--- src/rtl/dgr_pkg.sv ---
/*
  Constants, register map and field layout of the digitizer group register bank.
  Assumes a single 200 MHz clock and a synchronous active-high reset.
*/
// Behaviour
// - Revision reads date, major, minor fields
// - Occupancy read-only, eleven bits, 0 to 1024
// - Offset write loads channel or all eight
// - Offset DACs reset to 0x8f00
// - Offset read uses readout select index
// - Readout select holds four-bit channel index
// - Temperature is eight-bit read-only value
// - Calibration enable bit zero grants access
// - Calibration data byte serialized or fetched
// - Threshold shared by both group addresses
// - Trigger offset shared, defaults to 0x1000
// - Config bits 31:28 select monitor output
// - Config bit 12 enables local trigger
// - Config bit 11 adds trigger to readout
// - Config bit 6 selects trigger polarity
// - Config bit 3 selects sawtooth test data
// - Base address write replaces whole config
// - Set alias sets written one bits
// - Clear alias clears written one bits
// - Two groups selected by address digit
// - Status bit 2 shows serial busy
package dgr_pkg;

  // ----------------------------------------
  // Register offsets: group page registers, group stride mask and board-wide config registers
  // ----------------------------------------
  localparam logic [15:0] OFS_STATUS = 16'h1088;
  localparam logic [15:0] OFS_FW_REV = 16'h108c;
  localparam logic [15:0] OFS_OCCUPANCY = 16'h1094;
  localparam logic [15:0] OFS_OFFSET_DAC = 16'h1098;
  localparam logic [15:0] OFS_CONV_RSVD = 16'h109c;
  localparam logic [15:0] OFS_TEMP = 16'h10a0;
  localparam logic [15:0] OFS_DAC_SEL = 16'h10a4;
  localparam logic [15:0] OFS_TRIGMASK_RSVD = 16'h10a8;
  localparam logic [15:0] OFS_CAL_EN = 16'h10cc;
  localparam logic [15:0] OFS_CAL_DATA = 16'h10d0;
  localparam logic [15:0] OFS_FT_THRESH = 16'h10d4;
  localparam logic [15:0] OFS_FT_OFFSET = 16'h10dc;
  localparam logic [15:0] GROUP_STRIDE_MASK = 16'h0100;
  localparam logic [15:0] OFS_CFG = 16'h8000;
  localparam logic [15:0] OFS_CFG_SET = 16'h8004;
  localparam logic [15:0] OFS_CFG_CLR = 16'h8008;
  localparam logic [15:0] OFS_BUF_RSVD = 16'h800c;

  // ----------------------------------------
  // Field positions and reset values
  // ----------------------------------------
  localparam int NUM_GROUPS = 2;
  localparam int CH_PER_GROUP = 8;
  localparam logic [3:0] CH_ALL = 4'hf;
  localparam int IDX_LSB = 16;
  localparam int STATUS_BUSY_BIT = 2;
  localparam int CFG_MON_LSB = 28;
  localparam int CFG_FT_TRIG_BIT = 12;
  localparam int CFG_FT_READ_BIT = 11;
  localparam int CFG_FT_POL_BIT = 6;
  localparam int CFG_TEST_BIT = 3;
  localparam logic [15:0] OFFSET_DAC_RST = 16'h8f00;
  localparam logic [15:0] FT_OFFSET_RST = 16'h1000;
  localparam logic [15:0] FT_THRESH_RST = 16'h0000;
  localparam logic [31:0] CFG_RST = 32'h0000_0110;
  localparam logic [10:0] OCC_MAX = 11'h400;

  // Serial word: 2-bit target, 1-bit group, 4-bit index, 16-bit data.
  localparam int SER_BITS = 23;
  localparam logic [4:0] SER_CNT_LAST = 5'h16;
  localparam logic [1:0] TGT_OFFSET = 2'h0;
  localparam logic [1:0] TGT_FT_THRESH = 2'h1;
  localparam logic [1:0] TGT_FT_OFFSET = 2'h2;
  localparam logic [1:0] TGT_CAL = 2'h3;

  // Monitor selections.
  typedef enum logic [3:0] {
    MON_NONE = 4'h0,
    MON_ALL_FT = 4'h1,
    MON_ACC_FT = 4'h2,
    MON_BUSY = 4'h3
  } dgr_mon_e;

endpackage : dgr_pkg

--- src/rtl/dgr_bank.sv ---
/*
  Group register bank: revision, occupancy, offset DACs, temperature, calibration
  access, shared fast trigger DACs and the board-wide group configuration register.
  Assumes one-cycle write and read strobes with a 16-bit byte address and 32-bit data;
  read data is registered and valid the cycle after the read strobe.
*/
`timescale 1ns/1ps
module dgr_bank (
  input wire logic core_clk_in,
  input wire logic sys_rst_in,
  input wire logic [15:0] reg_addr_in,
  input wire logic reg_wr_in,
  input wire logic reg_rd_in,
  input wire logic [31:0] reg_wdata_in,
  output logic [31:0] reg_rdata_out,
  output logic reg_rvalid_out,
  input wire logic [31:0] fw_revision_in,
  input wire logic [10:0] occupancy0_in,
  input wire logic [10:0] occupancy1_in,
  input wire logic [7:0] temp0_in,
  input wire logic [7:0] temp1_in,
  input wire logic [7:0] cal_rdata_in,
  input wire logic [3:0] ext_status_in,
  output logic ser_clk_out,
  output logic ser_data_out,
  output logic ser_frame_out,
  output logic [1:0] cal_enable_out,
  output logic [15:0] ft_threshold_out,
  output logic [15:0] ft_offset_out,
  output logic [3:0] monitor_sel_out,
  output logic ft_trigger_en_out,
  output logic ft_readout_en_out,
  output logic ft_falling_edge_out,
  output logic test_sawtooth_out,
  output logic [15:0] offset_dac_out [0:15]
);

  // ----------------------------------------
  // Decode helpers
  // ----------------------------------------

  // Group page offset: the group digit sits in address bit 8.
  function automatic logic is_grp_reg(input logic [15:0] a, input logic [15:0] ofs);
    is_grp_reg = ((a & ~dgr_pkg::GROUP_STRIDE_MASK) == ofs);
  endfunction : is_grp_reg

  logic grp;
  logic busy;
  logic [31:0] cfg;
  logic [3:0] dac_sel [0:1];
  logic [15:0] offset_dac [0:15];
  localparam int SER_W = dgr_pkg::SER_BITS;
  logic [SER_W-1:0] ser_shift;
  logic [4:0] ser_cnt;
  logic ser_start;
  logic [22:0] next_word;

  assign grp = reg_addr_in[8];

  // ----------------------------------------
  // Serial word launch
  // ----------------------------------------
  // A write while busy is dropped on purpose; software owns the wait.
  always_comb
  begin
    ser_start = 1'b0;
    next_word = '0;
    if (reg_wr_in && !busy)
    begin
      if (is_grp_reg(reg_addr_in, dgr_pkg::OFS_OFFSET_DAC))
      begin
        ser_start = 1'b1;
        next_word = {dgr_pkg::TGT_OFFSET, grp, reg_wdata_in[19:16], reg_wdata_in[15:0]};
      end
      else if (is_grp_reg(reg_addr_in, dgr_pkg::OFS_FT_THRESH))
      begin
        ser_start = 1'b1;
        next_word = {dgr_pkg::TGT_FT_THRESH, grp, 4'h0, reg_wdata_in[15:0]};
      end
      else if (is_grp_reg(reg_addr_in, dgr_pkg::OFS_FT_OFFSET))
      begin
        ser_start = 1'b1;
        next_word = {dgr_pkg::TGT_FT_OFFSET, grp, 4'h0, reg_wdata_in[15:0]};
      end
      else if (is_grp_reg(reg_addr_in, dgr_pkg::OFS_CAL_DATA))
      begin
        ser_start = 1'b1;
        next_word = {dgr_pkg::TGT_CAL, grp, 4'h0, 8'h00, reg_wdata_in[7:0]};
      end
    end
  end

  // ----------------------------------------
  // Serial shifter and busy flag
  // ----------------------------------------
  // One bit per two clocks; MSB first with frame high for the whole word.
  logic ser_phase;
  always_ff @(posedge core_clk_in)
  begin
    if (sys_rst_in)
    begin
      busy <= 1'b0;
      ser_shift <= '0;
      ser_cnt <= 5'h00;
      ser_phase <= 1'b0;
    end
    else if (ser_start)
    begin
      busy <= 1'b1;
      ser_shift <= next_word;
      ser_cnt <= 5'h00;
      ser_phase <= 1'b0;
    end
    else if (busy)
    begin
      ser_phase <= ~ser_phase;
      if (ser_phase)
      begin
        ser_shift <= {ser_shift[SER_W-2:0], 1'b0};
        ser_cnt <= ser_cnt + 5'h01;
        if (ser_cnt == dgr_pkg::SER_CNT_LAST)
        begin
          busy <= 1'b0;
        end
      end
    end
  end

  assign ser_clk_out = busy & ser_phase;
  assign ser_data_out = busy & ser_shift[SER_W-1];
  assign ser_frame_out = busy;

  // ----------------------------------------
  // Offset DAC shadow values
  // ----------------------------------------
  // Shadows update on acceptance so reads follow the last accepted value.
  always_ff @(posedge core_clk_in)
  begin
    if (sys_rst_in)
    begin
      for (int i = 0; i < 16; i++)
      begin
        offset_dac[i] <= dgr_pkg::OFFSET_DAC_RST;
      end
    end
    else if (ser_start && is_grp_reg(reg_addr_in, dgr_pkg::OFS_OFFSET_DAC))
    begin
      for (int i = 0; i < 8; i++)
      begin
        if (reg_wdata_in[19:16] == dgr_pkg::CH_ALL || reg_wdata_in[19:16] == 4'(i))
        begin
          offset_dac[{grp, 3'(i)}] <= reg_wdata_in[15:0];
        end
      end
    end
  end

  assign offset_dac_out = offset_dac;

  // ----------------------------------------
  // Simple writable registers
  // ----------------------------------------
  always_ff @(posedge core_clk_in)
  begin
    if (sys_rst_in)
    begin
      dac_sel[0] <= 4'h0;
      dac_sel[1] <= 4'h0;
      cal_enable_out <= 2'h0;
      ft_threshold_out <= dgr_pkg::FT_THRESH_RST;
      ft_offset_out <= dgr_pkg::FT_OFFSET_RST;
    end
    else if (reg_wr_in)
    begin
      if (is_grp_reg(reg_addr_in, dgr_pkg::OFS_DAC_SEL))
      begin
        dac_sel[grp] <= reg_wdata_in[3:0];
      end
      if (is_grp_reg(reg_addr_in, dgr_pkg::OFS_CAL_EN) && !busy)
      begin
        cal_enable_out[grp] <= reg_wdata_in[0];
      end
      if (ser_start && is_grp_reg(reg_addr_in, dgr_pkg::OFS_FT_THRESH))
      begin
        ft_threshold_out <= reg_wdata_in[15:0];
      end
      if (ser_start && is_grp_reg(reg_addr_in, dgr_pkg::OFS_FT_OFFSET))
      begin
        ft_offset_out <= reg_wdata_in[15:0];
      end
    end
  end

  // ----------------------------------------
  // Group configuration with set and clear aliases
  // ----------------------------------------
  always_ff @(posedge core_clk_in)
  begin
    if (sys_rst_in)
    begin
      cfg <= dgr_pkg::CFG_RST;
    end
    else if (reg_wr_in)
    begin
      case (reg_addr_in)
        dgr_pkg::OFS_CFG: cfg <= reg_wdata_in;
        dgr_pkg::OFS_CFG_SET: cfg <= cfg | reg_wdata_in;
        dgr_pkg::OFS_CFG_CLR: cfg <= cfg & ~reg_wdata_in;
        default: cfg <= cfg;
      endcase
    end
  end

  // Software keeps the mandatory bits; the bank stores them as written.
  assign monitor_sel_out = cfg[dgr_pkg::CFG_MON_LSB +: 4];
  assign ft_trigger_en_out = cfg[dgr_pkg::CFG_FT_TRIG_BIT];
  assign ft_readout_en_out = cfg[dgr_pkg::CFG_FT_READ_BIT];
  assign ft_falling_edge_out = cfg[dgr_pkg::CFG_FT_POL_BIT];
  assign test_sawtooth_out = cfg[dgr_pkg::CFG_TEST_BIT];

  // ----------------------------------------
  // Read path
  // ----------------------------------------
  logic [31:0] next_rdata;
  always_comb
  begin
    next_rdata = 32'h0000_0000;
    if (is_grp_reg(reg_addr_in, dgr_pkg::OFS_STATUS))
      next_rdata = {28'h0, ext_status_in[3], busy, ext_status_in[1:0]};
    else if (is_grp_reg(reg_addr_in, dgr_pkg::OFS_FW_REV))
      next_rdata = fw_revision_in;
    else if (is_grp_reg(reg_addr_in, dgr_pkg::OFS_OCCUPANCY))
      next_rdata = {21'h0, grp ? occupancy1_in : occupancy0_in};
    else if (is_grp_reg(reg_addr_in, dgr_pkg::OFS_OFFSET_DAC))
      next_rdata = {16'h0, offset_dac[{grp, dac_sel[grp][2:0]}]};
    else if (is_grp_reg(reg_addr_in, dgr_pkg::OFS_TEMP))
      next_rdata = {24'h0, grp ? temp1_in : temp0_in};
    else if (is_grp_reg(reg_addr_in, dgr_pkg::OFS_DAC_SEL))
      next_rdata = {28'h0, dac_sel[grp]};
    else if (is_grp_reg(reg_addr_in, dgr_pkg::OFS_CAL_EN))
      next_rdata = {31'h0, cal_enable_out[grp]};
    else if (is_grp_reg(reg_addr_in, dgr_pkg::OFS_CAL_DATA))
      next_rdata = {24'h0, cal_enable_out[grp] ? cal_rdata_in : 8'h00};
    else if (is_grp_reg(reg_addr_in, dgr_pkg::OFS_FT_THRESH))
      next_rdata = {16'h0, ft_threshold_out};
    else if (is_grp_reg(reg_addr_in, dgr_pkg::OFS_FT_OFFSET))
      next_rdata = {16'h0, ft_offset_out};
    else if (reg_addr_in == dgr_pkg::OFS_CFG)
      next_rdata = cfg;
  end

  always_ff @(posedge core_clk_in)
  begin
    if (sys_rst_in)
    begin
      reg_rdata_out <= 32'h0000_0000;
      reg_rvalid_out <= 1'b0;
    end
    else
    begin
      reg_rvalid_out <= reg_rd_in;
      if (reg_rd_in)
        reg_rdata_out <= next_rdata;
    end
  end
endmodule : dgr_bank

--- config.mk ---
export PLATFORM = sky130hd
export DESIGN_NAME = dgr_bank
export DESIGN_NICKNAME = d
export VERILOG_FILES = /design/src/rtl/dgr_pkg.sv /design/src/rtl/dgr_bank.sv
export SDC_FILE = /design/constraint.sdc
export NUM_CORES = 1
export LEC_CHECK = 0
export BUFFER_PORTS_ARGS = -buffer_cell sky130_fd_sc_hd__buf_2
export CAP_MARGIN = 20
export CORE_MARGIN = 2
export CORE_UTILIZATION = 35
export DETAILED_ROUTE_END_ITERATION = 8
export GPL_ROUTABILITY_DRIVEN = 1
export PLACE_DENSITY_LB_ADDON = 0.25
export SLEW_MARGIN = 20
export SYNTH_ARGS = -nofsm -noshare
export SYNTH_HDL_FRONTEND = slang
export SYNTH_SLANG_ARGS = --single-unit
export TNS_END_PERCENT = 5
--- constraint.sdc ---
create_clock -name core_clk_in -period 6.4 [get_ports core_clk_in]
set_input_delay 0.32 -clock core_clk_in [delete_from_list [all_inputs] [get_ports core_clk_in]]
set_output_delay 0.32 -clock core_clk_in [all_outputs]
set_load 0.02 [all_outputs]
==> impl_metrics.ini, run 1 <==
[pwr]
power.leakage_nw = 9.57
vdd_drop_max_mv = 0.200
p_total_w = 0.00554
p_per_area_mw_per_mm2 = 244

[grt]
grt-ovfl-total = 0
antenna_found_initial = 2
grt_use_met1_pct = 34.3
busiest_layer = met2
grt_pass1_wl_um = 106000
grt_use_met3_pct = 7.48
first_global_vias = 15700
grtUsageMet2_pct = 42.0
track_usage_pct = 26.3
grt_max_degree = 155

[synthesis]
synth_most_common_cell = dfxtp_1
yosysSeqAreaShare_pct = 43.3
synth.avg_cell_area_sq_um = 9.51
netlist_area_sq_mm = 0.0184
synth_area_leaders = dfxtp_1 (42%), mux2i_1 (10%), mux4_2 (8.3%)
synth_cells = 1931
synth-async-reset-ratio_pct = 0
synth_edf_count = 8
yosys.area.top_type_share_pct = 42.0
yosysTopAreaCell = dfxtp_1
ys_ff_latch = 393
ys_top_cells_by_count = dfxtp_1 (385), nor2_1 (259), nand2_1 (231)
synth_ff_type = dfxtp_1
yosys_warnings = 0
synth_nets = 2067
ys_types = 82

[timing]
setup_viol = 0
slew_violations = 0
finClkSkew_ns = 0.0144
slew_headroom_pct = 25.5
setup_ws_ns = 3.14
worstMarginPinSlew_ns = 1.12
max_freq_ghz = 0.307
finalHoldViolCount = 0
rsz0062_at_grt = no
finalCritPeriodShare_pct = 51.0
finalSetupTns_ns = 0
period_minus_slack_ns = 3.26

[clock_tree]
cts_max_path_buffers = 3
clk_pin_slew_worst_paths_ns = 0.06
worstSkewPairLatency_ns = 0.60
cts_inserted_buffers = 45
cts_num_sinks = 393
cts-root-buf = clkbuf_16
cts_tree = yes
cts_max_level = 2

[finish]
nNetsFinal = 2440
final_layout_size_suffix_gt1_share_pct = 29.3
post-route-util_pct = 43.9
synthToLayoutAreaGrowth_pct = 23.5
postLayoutCellArea_sq_mm = 0.0227

[placement]
place_ws_ns = 2.66
dp_hpwl_um = 52200
gp_congestion = 0.885
dpl_cell_area_sq_mm = 0.0210
port_buffers = 466

[worst_setup_path]
cp-start-kind = register
worstPathArrival_ns = 3.72
critPathMaxFanout = 57
worstSetupEndpointType = register
critPathRequiredTime_ns = 6.86
crit_type = reg2reg

[floorplanning]
start_util_pct = 35.6
row_count = 83
coreArea_sq_mm = 0.0516
die-area_sq_mm = 0.0543
fp.dieH_um = 233
ioPinCount = 468
die_x_um = 233

[flow_run]
drv_cap = 0

[detailed_routing]
wl_per_cell_um = 24.5
via_per_inst = 5.55
dr.pass1.iters = 7
ant_nets = 0
num_vias = 16800
wirelength_um = 74100
drc = 0
first_iter_violations = 1564

[status]
status = complete, no violations

[min_path]
hold_class = in2reg
==> cell families (layout without fill, tap and decap cells) <==
logic type / Yosys count / in the layout / synth area share [%]
other cells: 0 / 3 / 0
simple gates: 698 / 698 / 17.8
buf+inv: 197 / 607 / 5.13
compound gates: 372 / 372 / 14.2
fa+ha+maj: 2 / 2 / 0.136
flops: 393 / 393 / 43.3
mux: 261 / 261 / 19.0
xor+xnor: 8 / 8 / 0.382
==> what timing repair did <==
item,CTS,global route
buffers inserted,0,0
hold buffers,12,0
gates resized for setup,0,0
endpoints found under the hold margin,12,0
==> stage by stage <==
| step | hold WS (ns) | instances |
|---|---|---|
| floorplan | 0.438 | 1931 |
| global placement | 0.434 | 2924 |
| detailed placement | 0.455 | 2925 |
| CTS | 0.00546 | 3021 |
| global route | 0.0224 | 3022 |
| finish | 0.0287 | 3024 |
==> power breakdown <==
group | internal [W] | switching (W)
Clock | 0.00162 | 0.00111
Sequential | 0.00246 | 0.00000867
Combinational | 0.000105 | 0.000230
==> placed cells by master (no fill, tap or decap), types with 8 or more instances in the layout <==
master and n:
nor2b_1 40, o211ai_1 37, nand3_1 32, mux4_2 68
a211oi_1 10, inv_1 12, buf_2 464, edfxtp_1 8
dlygate4sd3_1 12, dfxtp_1 385, mux2i_1 182, a22oi_1 40
o21ai_0 61, clkbuf_8 15, and2_1 12, and3_1 10
nand4_1 15, nand2_1 231, a21oi_1 76, buf_4 30
clkbuf_16 46, a211o_1 49, a21o_1 8, nor2_1 259
nor3_1 26, a31oi_1 8, a221oi_1 23, clkinv_2 10
mux2_2 8
==> final timing paths <==
path	from	end	slack, ns	cells after the start
setup / recovery	dac_sel[0][0]	reg_rdata_out[0]	3.14	7
hold reg to reg	reg_rdata_out[8]	reg_rdata_out[8]	0.46	2
setup reg to reg	dac_sel[0][0]	reg_rdata_out[0]	3.14	7
hold / removal	reg_wdata_in[29]	cfg[29]	0.03	3
==> area by class of cell <==
cell class	instances	area, sq um
fill	5016	28900
multi-input combinational	1341	9530
sequential	393	7950
timing repair buffer	509	2720
clock buffer	67	1380
tap	680	851
clock inverter	17	193
inverter	14	52.6
antenna	3	7.51
==> state kept, by name, summed over array words and instances, names as in the netlist <==
name              flops
offset_dac_out      256
cfg                  32
reg_rdata_out        32
ser_shift            23
ft_offset_out        16
ft_threshold_out     16
dac_sel               8
ser_cnt               5
cal_enable_out        2
reg_rvalid_out        1
ser_frame_out         1
ser_phase             1
==> critical path, cell delays in order, from the launching register on <==
cell,delay (ns)
edfxtp_1,0.44
mux2i_4,0.44
buf_12,0.41
mux4_2,0.58
mux2i_1,0.37
a221oi_1,0.22
a211oi_1,0.44
o21ai_0,0.13
==> layer usage <==
| layer | wire length, um | part of all wire (%) |
|---|---|---|
| met5 | 0 | 0 |
| met3 | 6610 | 8.9 |
| met2 | 34500 | 47 |
| met4 | 2230 | 3.0 |
| met1 | 30700 | 41 |
Note: power is estimated with default switching activity, not from simulation.
==> inputs of run 2 (changes only) <==
- clock period: 6.4 -> 3 ns (I/O delays scaled with it)
==> impl_metrics.ini, run 2 (synthesis results as in run 1) <==
[detailed_routing]
drc = 0
first_iter_violations = 1528
ant_nets = 0
num_vias = 17200
wirelength_um = 74900
via_per_inst = 5.54
wl_per_cell_um = 24.1
dr.pass1.iters = 6

[floorplanning]
ioPinCount = 468
die-area_sq_mm = 0.0543
die_x_um = 233
fp.dieH_um = 233
row_count = 83
start_util_pct = 35.6
coreArea_sq_mm = 0.0516

[clock_tree]
worstSkewPairLatency_ns = 0.59
cts_max_level = 2
cts_inserted_buffers = 45
cts_num_sinks = 393
clk_pin_slew_worst_paths_ns = 0.06
postCtsSetupBuffers = 0
cts_resized = 0
cts-root-buf = clkbuf_16
cts_tree = yes
cts_max_path_buffers = 3

[finish]
post-route-util_pct = 45.7
final_layout_size_suffix_gt1_share_pct = 30.1
layout_common_cells = buf_2 (464), dfxtp_1 (385), nor2_1 (259), nand2_1 (231), mux2i_1 (182)
mostFrequentLayoutCell = buf_2
largest_reg_flops = 256
synthToLayoutAreaGrowth_pct = 28.4
instances_no_fill = 3110
multi_input_comb_area_sq_mm = 0.00953
fillers = 5000
postLayoutCellArea_sq_mm = 0.0236
seqCellArea_sq_mm = 0.00795
nNetsFinal = 2530

[timing]
slew_violations = 0
finClkSkew_ns = 0.0274
period_minus_slack_ns = 2.84
finalHoldViolCount = 0
setup_viol = 0
slew_headroom_pct = 40.4
max_freq_ghz = 0.352
finalSetupTns_ns = 0
worstMarginPinSlew_ns = 0.886
finalCritPeriodShare_pct = 94.7
rsz0062_at_grt = no

[grt]
busiest_layer = met2
grt_use_met3_pct = 7.05
antenna_found_initial = 1
grt-ovfl-total = 0
first_global_vias = 16400
grt_pass1_wl_um = 108000
grt_max_degree = 135
grt_use_met1_pct = 34.3
grtUsageMet2_pct = 43.4
track_usage_pct = 26.6

[worst_setup_path]
crit_path_cell_trace = mux2i_4 > buf_12 > mux4_2 > mux2i_1 > a221oi_1 > a211oi_1 > o21ai_0
critPathRequiredTime_ns = 3.44
worstPathArrival_ns = 3.28
crit_type = reg2reg
cp-start-kind = register
worstSetupEndpointType = register
critPathMaxFanout = 18
reg2reg_slack_ns = 0.16
cp_slowest_stage_delay_ns = 0.51
cpLargestDelayFamily = multiplexers
cp_num_buf_inv = 1
slowest_stage = mux4_2

[placement]
dp_hpwl_um = 53700
gp_congestion = 0.878
placedCellCount = 2978
port_buffers = 466
dpl_cell_area_sq_mm = 0.0215

[pwr]
power.leakage_nw = 10.0
vdd_drop_max_mv = 0.392
p_per_area_mw_per_mm2 = 503

[min_path]
hold_class = in2reg

[flow_run]
drv_cap = 0

[status]
status = complete, no violations
## run 2: changes by cell type in the layout (fill, tap and decap cells not counted), sizes merged
cell,delta
buf,+53
bufinv,+1
clkinvlp,-1
diode,-2
clkbuf,+4
inv,-1
dlygate4sd3,+37
clkinv,-5
## run 2: power breakdown
part / switching, W / leakage [nW] / total [W] / internal (W)
clock: 0.00230 / 0.766 / 0.00580 / 0.00350
sequential: 0.0000134 / 3.18 / 0.00527 / 0.00525
combinational: 0.000510 / 6.06 / 0.000791 / 0.000281
## run 2: stage by stage
stage | setup WS [ns] | total power, W | hold slack (ns)
floorplan | 0.613 | 0.00579 | 0.268
detailed placement | 0.256 | 0.00612 | 0.415
global route | 0.0959 | 0.0122 | 0.0320
finish | 0.158 | 0.0119 | 0.0217
CTS | 0.223 | 0.0120 | 0.000949
global placement | 0.249 | 0.00611 | 0.411
## run 2: worst paths after layout
path               startpoint                   end  depth (start not counted)
max             dac_sel[0][0]      reg_rdata_out[0]                          7
min          reg_wdata_in[11]  ft_threshold_out[11]                          3
max reg2reg     dac_sel[0][0]      reg_rdata_out[0]                          7
min reg2reg  reg_rdata_out[8]      reg_rdata_out[8]                          2
## run 2: cell type report
class	instances	area share [%]
Inverter	14	0.223
Clock inverter	11	0.780
Sequential cell	393	33.7
Clock buffer	71	5.84
Timing Repair Buffer	599	15.4
Multi-Input combinational cell	1341	40.4
Antenna cell	1	0.0106
Tap cell	680	3.61
## run 2: repair_timing
action                                  in CTS  in global routing
endpoints found under the setup margin       0                  0
hold buffers                                49                  0
hold endpoints to repair                    87                  0
## run 2: worst register-to-register path, cell delays in order (launching register included)
cell and delay [ns]:
edfxtp_1 0.45, mux2i_4 0.25, buf_12 0.23, mux4_2 0.53, mux2i_1 0.43, a221oi_1 0.25, a211oi_1 0.41, o21ai_0 0.13
## run 2: metal layers
metal | part of all wire, % | vias to the layer above
li1 | - | 7878
met1 | 42 | 8506
met4 | 2.7 | 0
met5 | 0 | -
met2 | 47 | 728
met3 | 8.4 | 121
==> inputs of run 3 (changes only) <==
- REMOVE_ABC_BUFFERS: unset -> 1
==> impl_metrics.ini, run 3 (synthesis results as in run 1) <==
[flow_run]
drv_cap = 0

[clock_tree]
cts-root-buf = clkbuf_16
cts_max_path_buffers = 3
postCtsSetupBuffers = 0
cts_num_sinks = 393
worstSkewPairLatency_ns = 0.59
cts_tree = yes
cts_inserted_buffers = 47
cts_max_level = 2
clk_pin_slew_worst_paths_ns = 0.06

[worst_setup_path]
path_depth = 7
cp-start-kind = register
critPathRequiredTime_ns = 3.47
worstSetupEndpointType = register
critPathMaxFanout = 35
cp_slowest_stage_delay_ns = 0.55
cp_num_buf_inv = 1
crit_type = reg2reg
slowest_stage = mux4_2
cpLargestDelayFamily = multiplexers
r2r_start = dac_sel[0][0]
reg2regPathDepth = 7
crit_path_cell_trace = mux2i_4 > buf_12 > mux4_2 > mux2i_1 > a221oi_1 > a211oi_1 > o21ai_0
worstPathArrival_ns = 3.12
reg2reg_slack_ns = 0.35
r2r_end = reg_rdata_out[0]
critPathLaunch = dac_sel[0][0]

[detailed_routing]
dr.pass1.iters = 7
first_iter_violations = 1327
drc = 0
wl_per_cell_um = 24.2
num_vias = 17200
wirelength_um = 75400
ant_nets = 0
via_per_inst = 5.54

[grt]
grt_pass1_wl_um = 107000
antenna_found_initial = 2
first_global_vias = 16300
grt-ovfl-total = 0
track_usage_pct = 26.7
grt_max_degree = 109

[timing]
setup_viol = 0
whs_ns = 0.0284
slew_headroom_pct = 35.5
max_freq_ghz = 0.377
finalHoldViolCount = 0
slew_violations = 0
worstMarginPinSlew_ns = 0.960
finClkSkew_ns = 0.0214
period_minus_slack_ns = 2.65
rsz0062_at_grt = no
finalCritPeriodShare_pct = 88.5
finalSetupTns_ns = 0

[min_path]
min_to = reg_rdata_out[1]
min_path_cells = 5
hold_class = in2reg
hp-start = cal_rdata_in[1]

[pwr]
p_switching_w = 0.00288
p_seq_share_pct = 44.2
p_per_area_mw_per_mm2 = 503
p_int_w = 0.00904
p_sw_share_pct = 24.2
pwr-share-clk_pct = 49.2
combPwrFrac_pct = 6.6
vdd_drop_max_mv = 0.402
power.leakage_nw = 10.1

[placement]
port_buffers = 466
gp_congestion = 0.887
dp_hpwl_um = 53300

[floorplanning]
fp.dieH_um = 233
start_util_pct = 35.6
ioPinCount = 468
die-area_sq_mm = 0.0543
die_x_um = 233
row_count = 83
coreArea_sq_mm = 0.0516

[finish]
synthToLayoutAreaGrowth_pct = 29.2
final_layout_size_suffix_gt1_share_pct = 30.2
mostFrequentLayoutCell = buf_2
diodes = 0
layout_common_cells = buf_2 (464), dfxtp_1 (385), nor2_1 (259), nand2_1 (231), mux2i_1 (182)
fillers = 4910
nNetsFinal = 2535
largest_reg_flops = 256

[status]
status = complete, no violations
-- run 3: changes by cell type in the layout (fill, tap and decap cells not counted), sizes merged --
cell,change
clkbuf,-1
diode,-1
bufinv,-2
clkinvlp,+2
buf,-2
dlygate4sd3,+5
clkinv,+3
-- run 3: worst max-delay path by stage --
stage | endpoint | slack, ns
final | reg_rdata_out[0] | 0.35
after global routing | reg_rdata_out[0] | 0.20
after CTS | reg_rdata_out[0] | 0.39
after detailed placement | offset_dac_out[171] | 0.31
after global placement | offset_dac_out[171] | 0.35
after floorplan | reg_rdata_out[11] | -2.17
-- run 3: tightest hold or removal path: cells and delay by family --
kind            cells  cell delay, ns
simple gates        2            0.11
buf+inv             1            0.08
compound gates      2            0.22
-- run 3: what timing repair did --
action	4_1_cts	5_1_grt
hold buffers	54	0
gates resized for setup	0	0
hold endpoints to repair	84	0
-- run 3: final cells by class --
cell class | count | area [sq um] | share of cell area [%]
timing repair buffer | 602 | 3710 | 15.7
clock inverter | 14 | 169 | 0.712
sequential | 393 | 7950 | 33.5
tap | 680 | 851 | 3.59
multi-input combinational | 1341 | 9550 | 40.2
inverter | 14 | 52.6 | 0.222
clock buffer | 70 | 1440 | 6.06
-- run 3: power by group through the flow --
| stage | Combinational (W) | Clock (W) | Sequential (W) |
|---|---|---|---|
| finish | 0.000786 | 0.00587 | 0.00527 |
| global route | 0.000832 | 0.00620 | 0.00526 |
| CTS | 0.000785 | 0.00597 | 0.00527 |
| detailed placement | 0.000728 | 0 | 0.00538 |
| global placement | 0.000719 | 0 | 0.00538 |
| floorplan | 0.000246 | 0 | 0.00539 |
-- run 3: per-layer routing --
layer  vias up  track usage (%)  wire length [um]
met5         -                0                 0
met4         0             8.66              2190
met3       112             6.85              6470
met2       731             44.4             35900
met1      8508             33.7             30800
li1       7887                -                 -
-- run 3: per-stage QoR --
stage / instances / worst slack, ns / instance area, sq um / util [%] / total power [W]
after CTS: 3114 / 0.390 / 23700 / 46.0 / 0.0120
after detailed placement: 2976 / 0.306 / 21600 / 41.8 / 0.00611
after floorplan: 1748 / -2.17 / 17500 / - / 0.00564
after global placement: 2976 / 0.355 / 21600 / 41.8 / 0.00610
final: 3114 / 0.346 / 23700 / 46.0 / 0.0119
after global routing: 3114 / 0.197 / 23700 / 46.0 / 0.0123
